`src/verilog/integrity_monitor_defs.svh`:
```
/*
  Offsets, field positions, access codes and timing counts of the list control.
  Assumes a 10 MHz system clock and a 32-bit byte-addressed register bus.
*/
`ifndef INTEGRITY_MONITOR_DEFS_SVH
`define INTEGRITY_MONITOR_DEFS_SVH
// ==========================================================================
// Register byte offsets.
`define OFS_CONFIG 8'h00
`define OFS_CONTROL 8'h04
`define OFS_STATUS 8'h08
`define OFS_IRQ_STATUS 8'h1c
`define OFS_UNDEF_STATUS 8'h20
`define OFS_DESC_BASE 8'h30
`define OFS_DIGEST_BASE 8'h34
`define OFS_PERIOD 8'h40
// ==========================================================================
// Config fields.
`define CFG_EOMDIS_BIT 1
`define CFG_SLBDIS_BIT 2
`define CFG_BBC_LSB 4
`define CFG_AUTO_BIT 8
`define CFG_ALGO_LSB 13
// Control fields.
`define CTL_ENABLE_BIT 0
`define CTL_DISABLE_BIT 1
`define CTL_SRST_BIT 2
// Region config word fields.
`define RC_CMP_BIT 8
`define RC_WRAP_BIT 9
`define RC_EOM_BIT 10
`define RC_RSVD_MASK 32'hfffff8ff
// Access type codes.
`define UAT_DESC 3'h1
`define UAT_CFG 3'h2
`define UAT_DSCR 3'h3
`define UAT_HASH 3'h4
`define UAT_RDWO 3'h5
// ==========================================================================
// Period limits in clock cycles, start synchronisation, burden limit and digest shift.
`define SHA1_MIN_CYC 85
`define SHA1_MAX_CYC 209
`define SHA2_MIN_CYC 72
`define SHA2_MAX_CYC 194
`define SYNC_CYC 2
`define BBC_MAX_CYC 32768
`define DIGEST_SHIFT 5
`endif

```
`src/verilog/integrity_monitor_pkg.sv`:
```
/*
  Types of the list control.
  Assumes the defs header supplies all numbers except the state encodings defined here.
*/
`default_nettype none
package integrity_monitor_pkg;
  typedef enum logic [7:0] {
    ST_IDLE = 8'h01,
    ST_CFG = 8'h02,
    ST_LINK = 8'h04,
    ST_BLK = 8'h08,
    ST_HASH = 8'h10,
    ST_DIG = 8'h20,
    ST_GAP = 8'h40,
    ST_NEXT = 8'h80
  } state_t;
endpackage
`default_nettype wire
```
`src/verilog/integrity_monitor.sv`:
```
/*
  Region list sequencer of the integrity monitor with an Avalon-MM slave and a
  simple read/write memory master port. The hash core sits outside; this block
  times its period and signals digest write-back or compare.
  Assumes memory answers each master access with mem_ack_i for one cycle.
*/
// Behaviour
// Software sets the hash period per block in a register.
// SHA1 period at least 85 cycles plus 2 sync cycles.
// SHA1 period at most 209 cycles plus 2 sync cycles.
// SHA256/224 period at least 72 cycles plus 2 sync cycles.
// SHA256/224 period at most 194 cycles plus 2 sync cycles.
// Auto mode first pass writes digests back with end flag cleared.
// Auto mode at wrap switches to comparing with end flag cleared.
// Auto mode ignores descriptor compare and end flags.
// Software builds a one-item list for a single contiguous write-back region.
// Software links a secondary list for a non-contiguous region.
// Compare flag set: computed digest is compared with stored digest.
// Write-back list ends after descriptor flagged end-of-monitoring.
// Compare list wraps continuously; mismatch raises the interrupt.
// Non-contiguous write-back follows secondary lists and stores digests.
// Non-contiguous compare follows secondary lists and keeps monitoring.
// Undefined access sets the flag and records its kind.
// Only the first access kind is kept until cleared.
// Loaded descriptor with reserved bit set is undefined.
// Config, descriptor or digest base written while monitoring is undefined.
// Reading a write-only register is undefined.
// Only the soft reset bit clears flag and kind.
// Gap of two to the bus burden power between blocks.
// Digest address is base plus region identifier shifted by five.
// After a wrap descriptor monitoring restarts at the list head.
// After an end descriptor, unless disabled, the sequencer idles.
`timescale 1ns/1ns
`include "integrity_monitor_defs.svh"
`default_nettype none
module integrity_monitor (
  // Clock and reset.
  input wire logic ref_clk_i,
  input wire logic rst_n_i,
  // Avalon-MM slave.
  input wire logic [7:0] avs_address_i,
  input wire logic avs_read_i,
  input wire logic avs_write_i,
  input wire logic [31:0] avs_writedata_i,
  output logic [31:0] avs_readdata_o,
  output logic avs_waitrequest_o,
  // Memory master.
  output logic mem_rd_o,
  output logic mem_wr_o,
  output logic [31:0] mem_addr_o,
  input wire logic mem_ack_i,
  input wire logic [31:0] mem_rdata_i,
  // Hash core handshake.
  output logic hash_start_o,
  output logic digest_write_o,
  output logic digest_compare_o,
  input wire logic digest_mismatch_i,
  // Status.
  output logic mismatch_irq_o
);
  integrity_monitor_pkg::state_t state_reg;
  logic [31:0] config_reg, desc_base_reg, digest_base_reg, period_reg;
  logic [31:0] desc_ptr_reg, region_cfg_reg, link_reg, blk_ptr_reg;
  logic [7:0] rid_reg;
  logic [15:0] cnt_reg;
  logic enable_reg, auto_cmp_reg, in_sec_reg, flag_reg, mismatch_reg, ack_reg;
  logic [2:0] type_reg;
  logic [8:0] eff_period;
  logic [31:0] rd_mux;
  logic is_sha1, bus_req, monitoring, cmp_sel, eom_sel, undef_hit;
  logic [2:0] undef_kind;

  // ==========================================================================
  // Bus slave: one wait cycle, answer on the second cycle of the request.
  assign bus_req = (avs_read_i | avs_write_i) & ~ack_reg;
  assign avs_waitrequest_o = (avs_read_i | avs_write_i) & ~ack_reg;
  // The ack register releases the bus for exactly one edge.
  always_ff @(posedge ref_clk_i or negedge rst_n_i) begin
    if (!rst_n_i) begin
      ack_reg <= 1'b0;
    end else begin
      ack_reg <= bus_req;
    end
  end

  // Write access strobes at the accepting edge.
  function automatic logic wr_hit(input logic [7:0] ofs);
    wr_hit = avs_write_i & ack_reg & (avs_address_i == ofs);
  endfunction

  assign monitoring = (state_reg != integrity_monitor_pkg::ST_IDLE);
  // Written out, not through the function: a continuous assignment would miss the function's inner reads.
  wire srst = avs_write_i & ack_reg & (avs_address_i == `OFS_CONTROL) & avs_writedata_i[`CTL_SRST_BIT];

  // Register file; base registers stay frozen while monitoring.
  always_ff @(posedge ref_clk_i or negedge rst_n_i) begin
    if (!rst_n_i) begin
      config_reg <= 32'h0;
      desc_base_reg <= 32'h0;
      digest_base_reg <= 32'h0;
      period_reg <= 32'h0;
    end else if (srst) begin
      config_reg <= 32'h0;
      desc_base_reg <= 32'h0;
      digest_base_reg <= 32'h0;
      period_reg <= 32'h0;
    end else if (!monitoring) begin
      if (wr_hit(`OFS_CONFIG)) config_reg <= avs_writedata_i;
      if (wr_hit(`OFS_DESC_BASE)) desc_base_reg <= {avs_writedata_i[31:6], 6'h00};
      if (wr_hit(`OFS_DIGEST_BASE)) digest_base_reg <= {avs_writedata_i[31:7], 7'h00};
      if (wr_hit(`OFS_PERIOD)) period_reg <= avs_writedata_i;
    end
  end

  // Read data; reading write-only control or status registers returns zero.
  always_comb begin
    rd_mux = 32'h0;
    case (avs_address_i)
      `OFS_CONFIG: rd_mux = config_reg;
      `OFS_IRQ_STATUS: rd_mux = {7'h0, flag_reg, 23'h0, mismatch_reg};
      `OFS_UNDEF_STATUS: rd_mux = {29'h0, type_reg};
      `OFS_DESC_BASE: rd_mux = desc_base_reg;
      `OFS_DIGEST_BASE: rd_mux = digest_base_reg;
      `OFS_PERIOD: rd_mux = {23'h0, eff_period};
      8'h0c: rd_mux = {31'h0, enable_reg};
      default: rd_mux = 32'h0;
    endcase
  end

  always_ff @(posedge ref_clk_i or negedge rst_n_i) begin
    if (!rst_n_i) begin
      avs_readdata_o <= 32'h0;
    end else if (bus_req && avs_read_i) begin
      avs_readdata_o <= rd_mux;
    end
  end

  // ==========================================================================
  // Undefined access detection, first kind kept.
  always_comb begin
    undef_kind = 3'h0;
    if (state_reg == integrity_monitor_pkg::ST_CFG && mem_ack_i && |(mem_rdata_i & `RC_RSVD_MASK)) begin
      undef_kind = `UAT_DESC;
    end else if (monitoring && wr_hit(`OFS_CONFIG)) begin
      undef_kind = `UAT_CFG;
    end else if (monitoring && wr_hit(`OFS_DESC_BASE)) begin
      undef_kind = `UAT_DSCR;
    end else if (monitoring && wr_hit(`OFS_DIGEST_BASE)) begin
      undef_kind = `UAT_HASH;
    end else if (avs_read_i && ack_reg && (avs_address_i == `OFS_CONTROL || avs_address_i == `OFS_STATUS)) begin
      undef_kind = `UAT_RDWO;
    end
  end
  assign undef_hit = (undef_kind != 3'h0);

  always_ff @(posedge ref_clk_i or negedge rst_n_i) begin
    if (!rst_n_i) begin
      flag_reg <= 1'b0;
      type_reg <= 3'h0;
    end else if (srst) begin
      flag_reg <= 1'b0;
      type_reg <= 3'h0;
    end else if (undef_hit && !flag_reg) begin
      flag_reg <= 1'b1;
      type_reg <= undef_kind;
    end
  end

  // ==========================================================================
  // Enable control.
  always_ff @(posedge ref_clk_i or negedge rst_n_i) begin
    if (!rst_n_i) begin
      enable_reg <= 1'b0;
    end else if (srst || (wr_hit(`OFS_CONTROL) && avs_writedata_i[`CTL_DISABLE_BIT])) begin
      enable_reg <= 1'b0;
    end else if (wr_hit(`OFS_CONTROL) && avs_writedata_i[`CTL_ENABLE_BIT]) begin
      enable_reg <= 1'b1;
    end else if (state_reg == integrity_monitor_pkg::ST_NEXT && eom_sel) begin
      enable_reg <= 1'b0;
    end
  end

  // ==========================================================================
  // Period clamp per algorithm, then start synchronisation added.
  assign is_sha1 = (config_reg[`CFG_ALGO_LSB +: 3] == 3'h0);
  always_comb begin
    eff_period = period_reg[8:0];
    if (is_sha1) begin
      if (period_reg < `SHA1_MIN_CYC) eff_period = 9'(`SHA1_MIN_CYC);
      else if (period_reg > `SHA1_MAX_CYC) eff_period = 9'(`SHA1_MAX_CYC);
    end else begin
      if (period_reg < `SHA2_MIN_CYC) eff_period = 9'(`SHA2_MIN_CYC);
      else if (period_reg > `SHA2_MAX_CYC) eff_period = 9'(`SHA2_MAX_CYC);
    end
  end

  // Context selection: auto mode overrides both descriptor flags, so an auto run only ends on disable or soft reset.
  assign cmp_sel = config_reg[`CFG_AUTO_BIT] ? auto_cmp_reg : region_cfg_reg[`RC_CMP_BIT];
  assign eom_sel = ~config_reg[`CFG_EOMDIS_BIT] & ~config_reg[`CFG_AUTO_BIT] & region_cfg_reg[`RC_EOM_BIT];

  // ==========================================================================
  // List sequencer.
  always_ff @(posedge ref_clk_i or negedge rst_n_i) begin
    if (!rst_n_i) begin
      state_reg <= integrity_monitor_pkg::ST_IDLE;
      desc_ptr_reg <= 32'h0;
      region_cfg_reg <= 32'h0;
      link_reg <= 32'h0;
      blk_ptr_reg <= 32'h0;
      rid_reg <= 8'h0;
      cnt_reg <= 16'h0;
      auto_cmp_reg <= 1'b0;
      in_sec_reg <= 1'b0;
    end else if (srst || !enable_reg) begin
      state_reg <= integrity_monitor_pkg::ST_IDLE;
      desc_ptr_reg <= desc_base_reg;
      rid_reg <= 8'h0;
      auto_cmp_reg <= 1'b0;
      in_sec_reg <= 1'b0;
    end else begin
      case (state_reg)
        integrity_monitor_pkg::ST_IDLE: begin
          state_reg <= integrity_monitor_pkg::ST_CFG;
        end
        integrity_monitor_pkg::ST_CFG: begin
          if (mem_ack_i) begin
            if (!in_sec_reg) region_cfg_reg <= mem_rdata_i;
            state_reg <= integrity_monitor_pkg::ST_LINK;
          end
        end
        integrity_monitor_pkg::ST_LINK: begin
          if (mem_ack_i) begin
            link_reg <= config_reg[`CFG_SLBDIS_BIT] ? 32'h0 : {mem_rdata_i[31:2], 2'h0};
            state_reg <= integrity_monitor_pkg::ST_BLK;
          end
        end
        integrity_monitor_pkg::ST_BLK: begin
          if (mem_ack_i) begin
            blk_ptr_reg <= mem_rdata_i;
            cnt_reg <= 16'(eff_period) + 16'(`SYNC_CYC);
            state_reg <= integrity_monitor_pkg::ST_HASH;
          end
        end
        integrity_monitor_pkg::ST_HASH: begin
          if (cnt_reg > 16'h1) begin
            cnt_reg <= cnt_reg - 16'h1;
          end else if (link_reg != 32'h0) begin
            cnt_reg <= 16'(32'h1 << config_reg[`CFG_BBC_LSB +: 4]);
            state_reg <= integrity_monitor_pkg::ST_GAP;
          end else begin
            state_reg <= integrity_monitor_pkg::ST_DIG;
          end
        end
        integrity_monitor_pkg::ST_DIG: begin
          if (mem_ack_i) begin
            cnt_reg <= 16'(32'h1 << config_reg[`CFG_BBC_LSB +: 4]);
            state_reg <= integrity_monitor_pkg::ST_NEXT;
          end
        end
        integrity_monitor_pkg::ST_GAP: begin
          if (cnt_reg > 16'h1) begin
            cnt_reg <= cnt_reg - 16'h1;
          end else begin
            desc_ptr_reg <= link_reg;
            in_sec_reg <= 1'b1;
            state_reg <= integrity_monitor_pkg::ST_CFG;
          end
        end
        // The gap runs before the next fetch, so other masters get the system bus in between.
        integrity_monitor_pkg::ST_NEXT: begin
          in_sec_reg <= 1'b0;
          if (cnt_reg > 16'h1) begin
            cnt_reg <= cnt_reg - 16'h1;
          end else if (region_cfg_reg[`RC_WRAP_BIT]) begin
            desc_ptr_reg <= desc_base_reg;
            rid_reg <= 8'h0;
            if (config_reg[`CFG_AUTO_BIT]) auto_cmp_reg <= 1'b1;
            state_reg <= integrity_monitor_pkg::ST_CFG;
          end else if (eom_sel) begin
            state_reg <= integrity_monitor_pkg::ST_IDLE;
          end else begin
            desc_ptr_reg <= desc_base_reg + {20'h0, rid_reg + 8'h1, 4'h0};
            rid_reg <= rid_reg + 8'h1;
            state_reg <= integrity_monitor_pkg::ST_CFG;
          end
        end
        default: state_reg <= integrity_monitor_pkg::ST_IDLE;
      endcase
    end
  end

  // ==========================================================================
  // Memory master and hash handshake; descriptor words at ptr, ptr+4, ptr+c.
  always_comb begin
    mem_rd_o = 1'b0;
    mem_wr_o = 1'b0;
    mem_addr_o = 32'h0;
    case (state_reg)
      integrity_monitor_pkg::ST_CFG: begin
        mem_rd_o = 1'b1;
        mem_addr_o = desc_ptr_reg + 32'h4;
      end
      integrity_monitor_pkg::ST_LINK: begin
        mem_rd_o = 1'b1;
        mem_addr_o = desc_ptr_reg + 32'hc;
      end
      integrity_monitor_pkg::ST_BLK: begin
        mem_rd_o = 1'b1;
        mem_addr_o = desc_ptr_reg;
      end
      integrity_monitor_pkg::ST_DIG: begin
        mem_rd_o = cmp_sel;
        mem_wr_o = ~cmp_sel;
        mem_addr_o = digest_base_reg + ({24'h0, rid_reg} << `DIGEST_SHIFT);
      end
      default: mem_addr_o = 32'h0;
    endcase
  end
  assign hash_start_o = (state_reg == integrity_monitor_pkg::ST_BLK) & mem_ack_i;
  assign digest_write_o = (state_reg == integrity_monitor_pkg::ST_DIG) & ~cmp_sel;
  assign digest_compare_o = (state_reg == integrity_monitor_pkg::ST_DIG) & cmp_sel;

  // Mismatch flag; a new mismatch wins over the write that clears it.
  always_ff @(posedge ref_clk_i or negedge rst_n_i) begin
    if (!rst_n_i) begin
      mismatch_reg <= 1'b0;
    end else if (digest_compare_o && mem_ack_i && digest_mismatch_i) begin
      mismatch_reg <= 1'b1;
    end else if (srst || (wr_hit(`OFS_IRQ_STATUS) && avs_writedata_i[0])) begin
      mismatch_reg <= 1'b0;
    end
  end
  assign mismatch_irq_o = mismatch_reg;

  // ==========================================================================
  // Assertions.
  // Period clamps: any value that software writes must land inside the legal window.
  a_period_sha1: assert property (@(posedge ref_clk_i) disable iff (!rst_n_i)
    is_sha1 |-> eff_period >= 9'(`SHA1_MIN_CYC)) else $error("sha1 period too short");
  a_period_sha1_max: assert property (@(posedge ref_clk_i) disable iff (!rst_n_i)
    is_sha1 |-> eff_period <= 9'(`SHA1_MAX_CYC)) else $error("sha1 period too long");
  a_period_sha2: assert property (@(posedge ref_clk_i) disable iff (!rst_n_i)
    !is_sha1 |-> eff_period >= 9'(`SHA2_MIN_CYC)) else $error("sha2 period too short");
  a_period_sha2_max: assert property (@(posedge ref_clk_i) disable iff (!rst_n_i)
    !is_sha1 |-> eff_period <= 9'(`SHA2_MAX_CYC)) else $error("sha2 period too long");
  // Undefined access reporting, digest address and auto-compare write-back checks.
  a_undef_sticky: assert property (@(posedge ref_clk_i) disable iff (!rst_n_i)
    flag_reg && !srst |=> $stable(type_reg) && flag_reg) else $error("access kind changed");
  a_undef_set: assert property (@(posedge ref_clk_i) disable iff (!rst_n_i)
    undef_hit && !flag_reg && !srst |=> flag_reg && type_reg != 3'h0) else $error("undefined access lost");
  a_digest_addr: assert property (@(posedge ref_clk_i) disable iff (!rst_n_i)
    state_reg == integrity_monitor_pkg::ST_DIG |-> mem_addr_o[4:0] == digest_base_reg[4:0])
    else $error("digest address wrong");
  a_auto_compare: assert property (@(posedge ref_clk_i) disable iff (!rst_n_i)
    auto_cmp_reg && digest_write_o |-> 1'b0) else $error("write-back in auto compare");
  a_srst_clear: assert property (@(posedge ref_clk_i) disable iff (!rst_n_i)
    srst |=> !flag_reg && type_reg == 3'h0) else $error("soft reset did not clear");
  // Auto mode and list restart.
  a_auto_first_pass: assert property (@(posedge ref_clk_i) disable iff (!rst_n_i)
    config_reg[`CFG_AUTO_BIT] && !auto_cmp_reg && state_reg == integrity_monitor_pkg::ST_DIG
    |-> digest_write_o) else $error("first auto pass did not write back");
  a_auto_no_end: assert property (@(posedge ref_clk_i) disable iff (!rst_n_i)
    config_reg[`CFG_AUTO_BIT] && state_reg == integrity_monitor_pkg::ST_NEXT && enable_reg &&
    !(avs_write_i && ack_reg) |=> enable_reg)
    else $error("auto run stopped by an end flag");
  a_wrap_restart: assert property (@(posedge ref_clk_i) disable iff (!rst_n_i)
    state_reg == integrity_monitor_pkg::ST_NEXT && cnt_reg <= 16'h1 && region_cfg_reg[`RC_WRAP_BIT] &&
    enable_reg && !srst |=> state_reg == integrity_monitor_pkg::ST_CFG && desc_ptr_reg == desc_base_reg)
    else $error("wrap did not restart at the list head");
  // Main scenarios that the bench should reach.
  c_wrap: cover property (@(posedge ref_clk_i) auto_cmp_reg);
  c_undef: cover property (@(posedge ref_clk_i) flag_reg);
  c_mismatch: cover property (@(posedge ref_clk_i) mismatch_reg);
  c_secondary: cover property (@(posedge ref_clk_i) in_sec_reg && hash_start_o);
endmodule
`default_nettype wire

```
`config.mk`:
```
export PLATFORM = sky130hd
export DESIGN_NAME = integrity_monitor
export DESIGN_NICKNAME = d
export VERILOG_FILES = /design/src/verilog/integrity_monitor_pkg.sv /design/src/verilog/integrity_monitor.sv
export VERILOG_INCLUDE_DIRS = /design/src /design/src/verilog
export SDC_FILE = /design/constraint.sdc
export NUM_CORES = 1
export LEC_CHECK = 0
export BUFFER_PORTS_ARGS = -buffer_cell sky130_fd_sc_hd__buf_2
export CORE_UTILIZATION = 52
export DETAILED_ROUTE_END_ITERATION = 8
export PLACE_DENSITY = 0.8
export RECOVER_POWER = 25
export SKIP_LAST_GASP = 1
export SLEW_MARGIN = 20
export SYNTH_ARGS = -nofsm -noshare
export SYNTH_HDL_FRONTEND = slang
export SYNTH_SLANG_ARGS = --single-unit
```
`constraint.sdc`:
```
create_clock -name ref_clk_i -period 11.26 [get_ports ref_clk_i]
set_clock_uncertainty 0.1 [all_clocks]
set_input_delay 2.252 -clock ref_clk_i [delete_from_list [all_inputs] [get_ports ref_clk_i]]
set_output_delay 2.252 -clock ref_clk_i [all_outputs]
set_load 0.05 [all_outputs]
```
==> metrics.md <==
| Metric | Value |
|---|---|
| Outcome | `finished with violations` |
| Failing checks | `capacitance limit, slew limit` |
| Gr usage total | `31.5%` |
| Ys Warns | `0` |
| Final min period | `6.98 ns` |
| Synth Cell Area | `0.0147 mm2` |
| CTS root buffer | `clkbuf_16` |
| DP Cell Count | `2240` |
| Die Area | `0.0289 mm2` |
| Initial Utilization | `52.8%` |
| Top cell type's share of synthesized area | `42.6%` |
| I/O pins | `149` |
| H-tree lvl count | `1` |
| Top FF cell, synth | `dfrtp_1` |
| CP Cell Sequence | `or4_4 > nor3_1 > and3b_1 > ha_1 > a21o_1 > and2_1 > nand2_1 > nor3_1 > and3_1 > nand3_1 > xor2_1 > o221ai_1 > buf_2` |
| Hold crit path type | `flop to flop` |
| Total number of vias | `14300` |
| R2r endpoint | `cnt_reg[6]` |
| First-pass DRT Iterations | `6` |
| Met3 WL | `4.02 mm` |
| Worst relative slew slack | `-251%` |
| Max Fclk | `143 MHz` |
| CTS tree | `done` |
| Commonest cells after routing, fill and taps aside | `392 x nand2_1, 250 x dfrtp_1, 203 x a21oi_1, 154 x o21ai_0, 144 x buf_2` |
| Tot Pwr | `0.00280 W` |
| # port buffers | `146` |
| First-pass GRT wire length | `71.5 mm` |
| Wirelength per Cell | `19.9 um` |
| Maximum root-to-sink buffer count | `3` |
| R2R setup slack | `7.47 ns` |
| Max Used Layer | `met5` |
| Hold Fails Final Rpt | `0` |
| Worst Setup Start Kind | `flop` |
| Routed WL | `45.5 mm` |
| Core region area | `0.0278 mm2` |
| Post-route cell area | `0.0165 mm2` |
| Worst EP arrival | `4.63 ns` |
| Hold_buf cts | `0` |
| Yosys top cell by area | `dfrtp_1` |
| Via/cell ratio | `6.23` |
| Reg-to-reg startpoint | `state_reg[4]` |
| Top cells by area, synth | `dfrtp_1 43%, nand2_1 10%, a21oi_1 6.9%` |
| Worst slew pin tran | `5.26 ns` |
| Vias in the first global route | `13300` |
| Core Rows | `61` |
| Static Leak | `7.24 nW` |
| Ys async rst share | `100%` |
| Syn Inst Count | `1812` |
| # DRC | `0` |
| Netlist cell types | `74` |
| Post-CTS sizing | `0` |
| Sequential-to-total area share from yosys stat | `42.8%` |
| Min-Delay Path Depth | `2` |
| Min-delay src | `avs_readdata_o[4]` |
| Cts bufs inserted | `27` |
| Post-CTS setup buffers | `0` |
| Clock slew at reported path FFs | `0.06 ns` |
| RSZ-0062 raised after global routing | `no` |
| Wire length on met2 | `21.2 mm` |
| Post-synth EDFFs | `0` |
| Period utilization | `62.0%` |
| Die width | `170 um` |
| Worst-path fanout max | `10` |
| DR iter-0 viols | `1567` |
| Crit end category | `primary output` |
| Final net count | `1989` |
| Yosys reg bits | `251` |
| Final RePlAce weighted congestion | `0.982` |
| Slowest cell on crit path | `or4_4` |
| Area grow syn2layout | `12.4%` |
| Setup TNS | `0 ns` |
| Largest net degree at the start of global routing | `156` |
| Commonest non-fill, non-tap cell in the layout | `nand2_1` |
| Share of post-route cells with drive strength above 1 | `12.8%` |
| Placed Area | `0.0156 mm2` |
| CP max stage delay | `0.60 ns` |
| Reg2Reg Depth | `8` |
| Setup violators final | `0` |
| Post-route ant nets | `0` |
| Cell mode on critical path | `nor3_1` |
| Final cell count without fillers | `2290` |
| GRT overflow | `0` |
| WP data required | `8.91 ns` |
| Post-Syn Area per Cell | `8.10 um2` |
| Hold path endpoint | `avs_readdata_o[4]` |
| Pwr dens | `170 mW/mm2` |
| Clock sink count | `251` |
| Crit Path Class | `flop to primary output` |
| Antenna violations before repair | `1` |
| M1 WL | `18.2 mm` |
| Max cap viols | `1` |
| Fillers | `2530` |
| Hold slack | `0.371 ns` |
| Max-slew violation count | `98` |
| Clock Latency Late Sink | `0.56 ns` |
| Die H | `170 um` |
| VDD IR max | `0.116 mV` |
| Post-DP HPWL | `32.2 mm` |
| Antenna diode count | `0` |
==> stage by stage <==
stage / utilization (%) / setup slack, ns
floorplan: - / 5.08
global placement: 56.2 / 5.04
detailed placement: 56.2 / 4.96
CTS: 59.3 / 4.37
global route: 59.4 / 3.56
finish: 59.4 / 4.28
==> kinds of logic after synthesis <==
kind of cell	count (synthesis)	synth area share [%]
adders and majority gates	20	1.86
AOI/OAI and AO/OA	514	20.6
xor gates and xnor gates	57	3.40
DFF	251	42.8
other	1	0.0256
and+or+nand+nor	803	25.6
buffers and inverters	137	3.68
muxes	29	2.06
==> power by group <==
group | total [W] | internal [W] | switching, W | leakage [nW]
sequential | 0.00119 | 0.00102 | 0.000170 | 3.41
combinational | 0.000720 | 0.000233 | 0.000487 | 3.41
clock | 0.000884 | 0.000504 | 0.000380 | 0.417
total | 0.00280 | 0.00176 | 0.00104 | 7.24
==> worst max-delay path: cells and delay by family, from the launching register on <==
kind                       cells  cell delay (ns)
AOI/OAI and AO/OA              2             0.38
xor gates and xnor gates       1             0.16
adders and majority gates      1             0.20
buffers and inverters          1             0.33
DFF                            1             0.51
and+or+nand+nor                8             2.50
==> worst max-delay path by stage <==
| stage | depth (start not counted) | from | to | slack, ns |
|---|---|---|---|---|
| global route | 1 | rst_n_i | avs_readdata_o[22] | 3.56 |
| floorplan | 14 | state_reg[4] | mem_addr_o[29] | 5.08 |
| finish | 13 | state_reg[4] | mem_addr_o[29] | 4.28 |
| CTS | 13 | state_reg[4] | mem_addr_o[29] | 4.37 |
| detailed placement | 13 | state_reg[4] | mem_addr_o[29] | 4.96 |
| global placement | 13 | state_reg[4] | mem_addr_o[29] | 5.04 |
==> cell type report <==
| class | instances | area (um2) | area share (%) |
|---|---|---|---|
| inverters | 22 | 82.6 | 0.501 |
| clock buffers | 42 | 782 | 4.74 |
| multi-input cells | 1425 | 7910 | 47.9 |
| well taps | 378 | 473 | 2.87 |
| flip-flops and latches | 251 | 6280 | 38.1 |
| clock inverters | 8 | 91.3 | 0.554 |
| repair buffers | 164 | 876 | 5.31 |
==> per-layer routing <==
metal	up-vias	GRT usage, %
met2	731	51.1
met3	130	5.93
met4	2	14.3
li1	6552	-
met5	-	0
met1	6843	40.8
==> Yosys cell counts (all sizes together) (19+ instances only) <==
cell and instances:
a21oi 203, a22oi 19, and3 34, buf 21
clkbuf 94, dfrtp 250, inv 22, mux2i 19
nand2 392, nand2b 44, nand3 52, nor2 134
nor3 37, nor4 39, o21ai 158, xnor2 40
No activity file was read; power rests on OpenSTA's default activity.
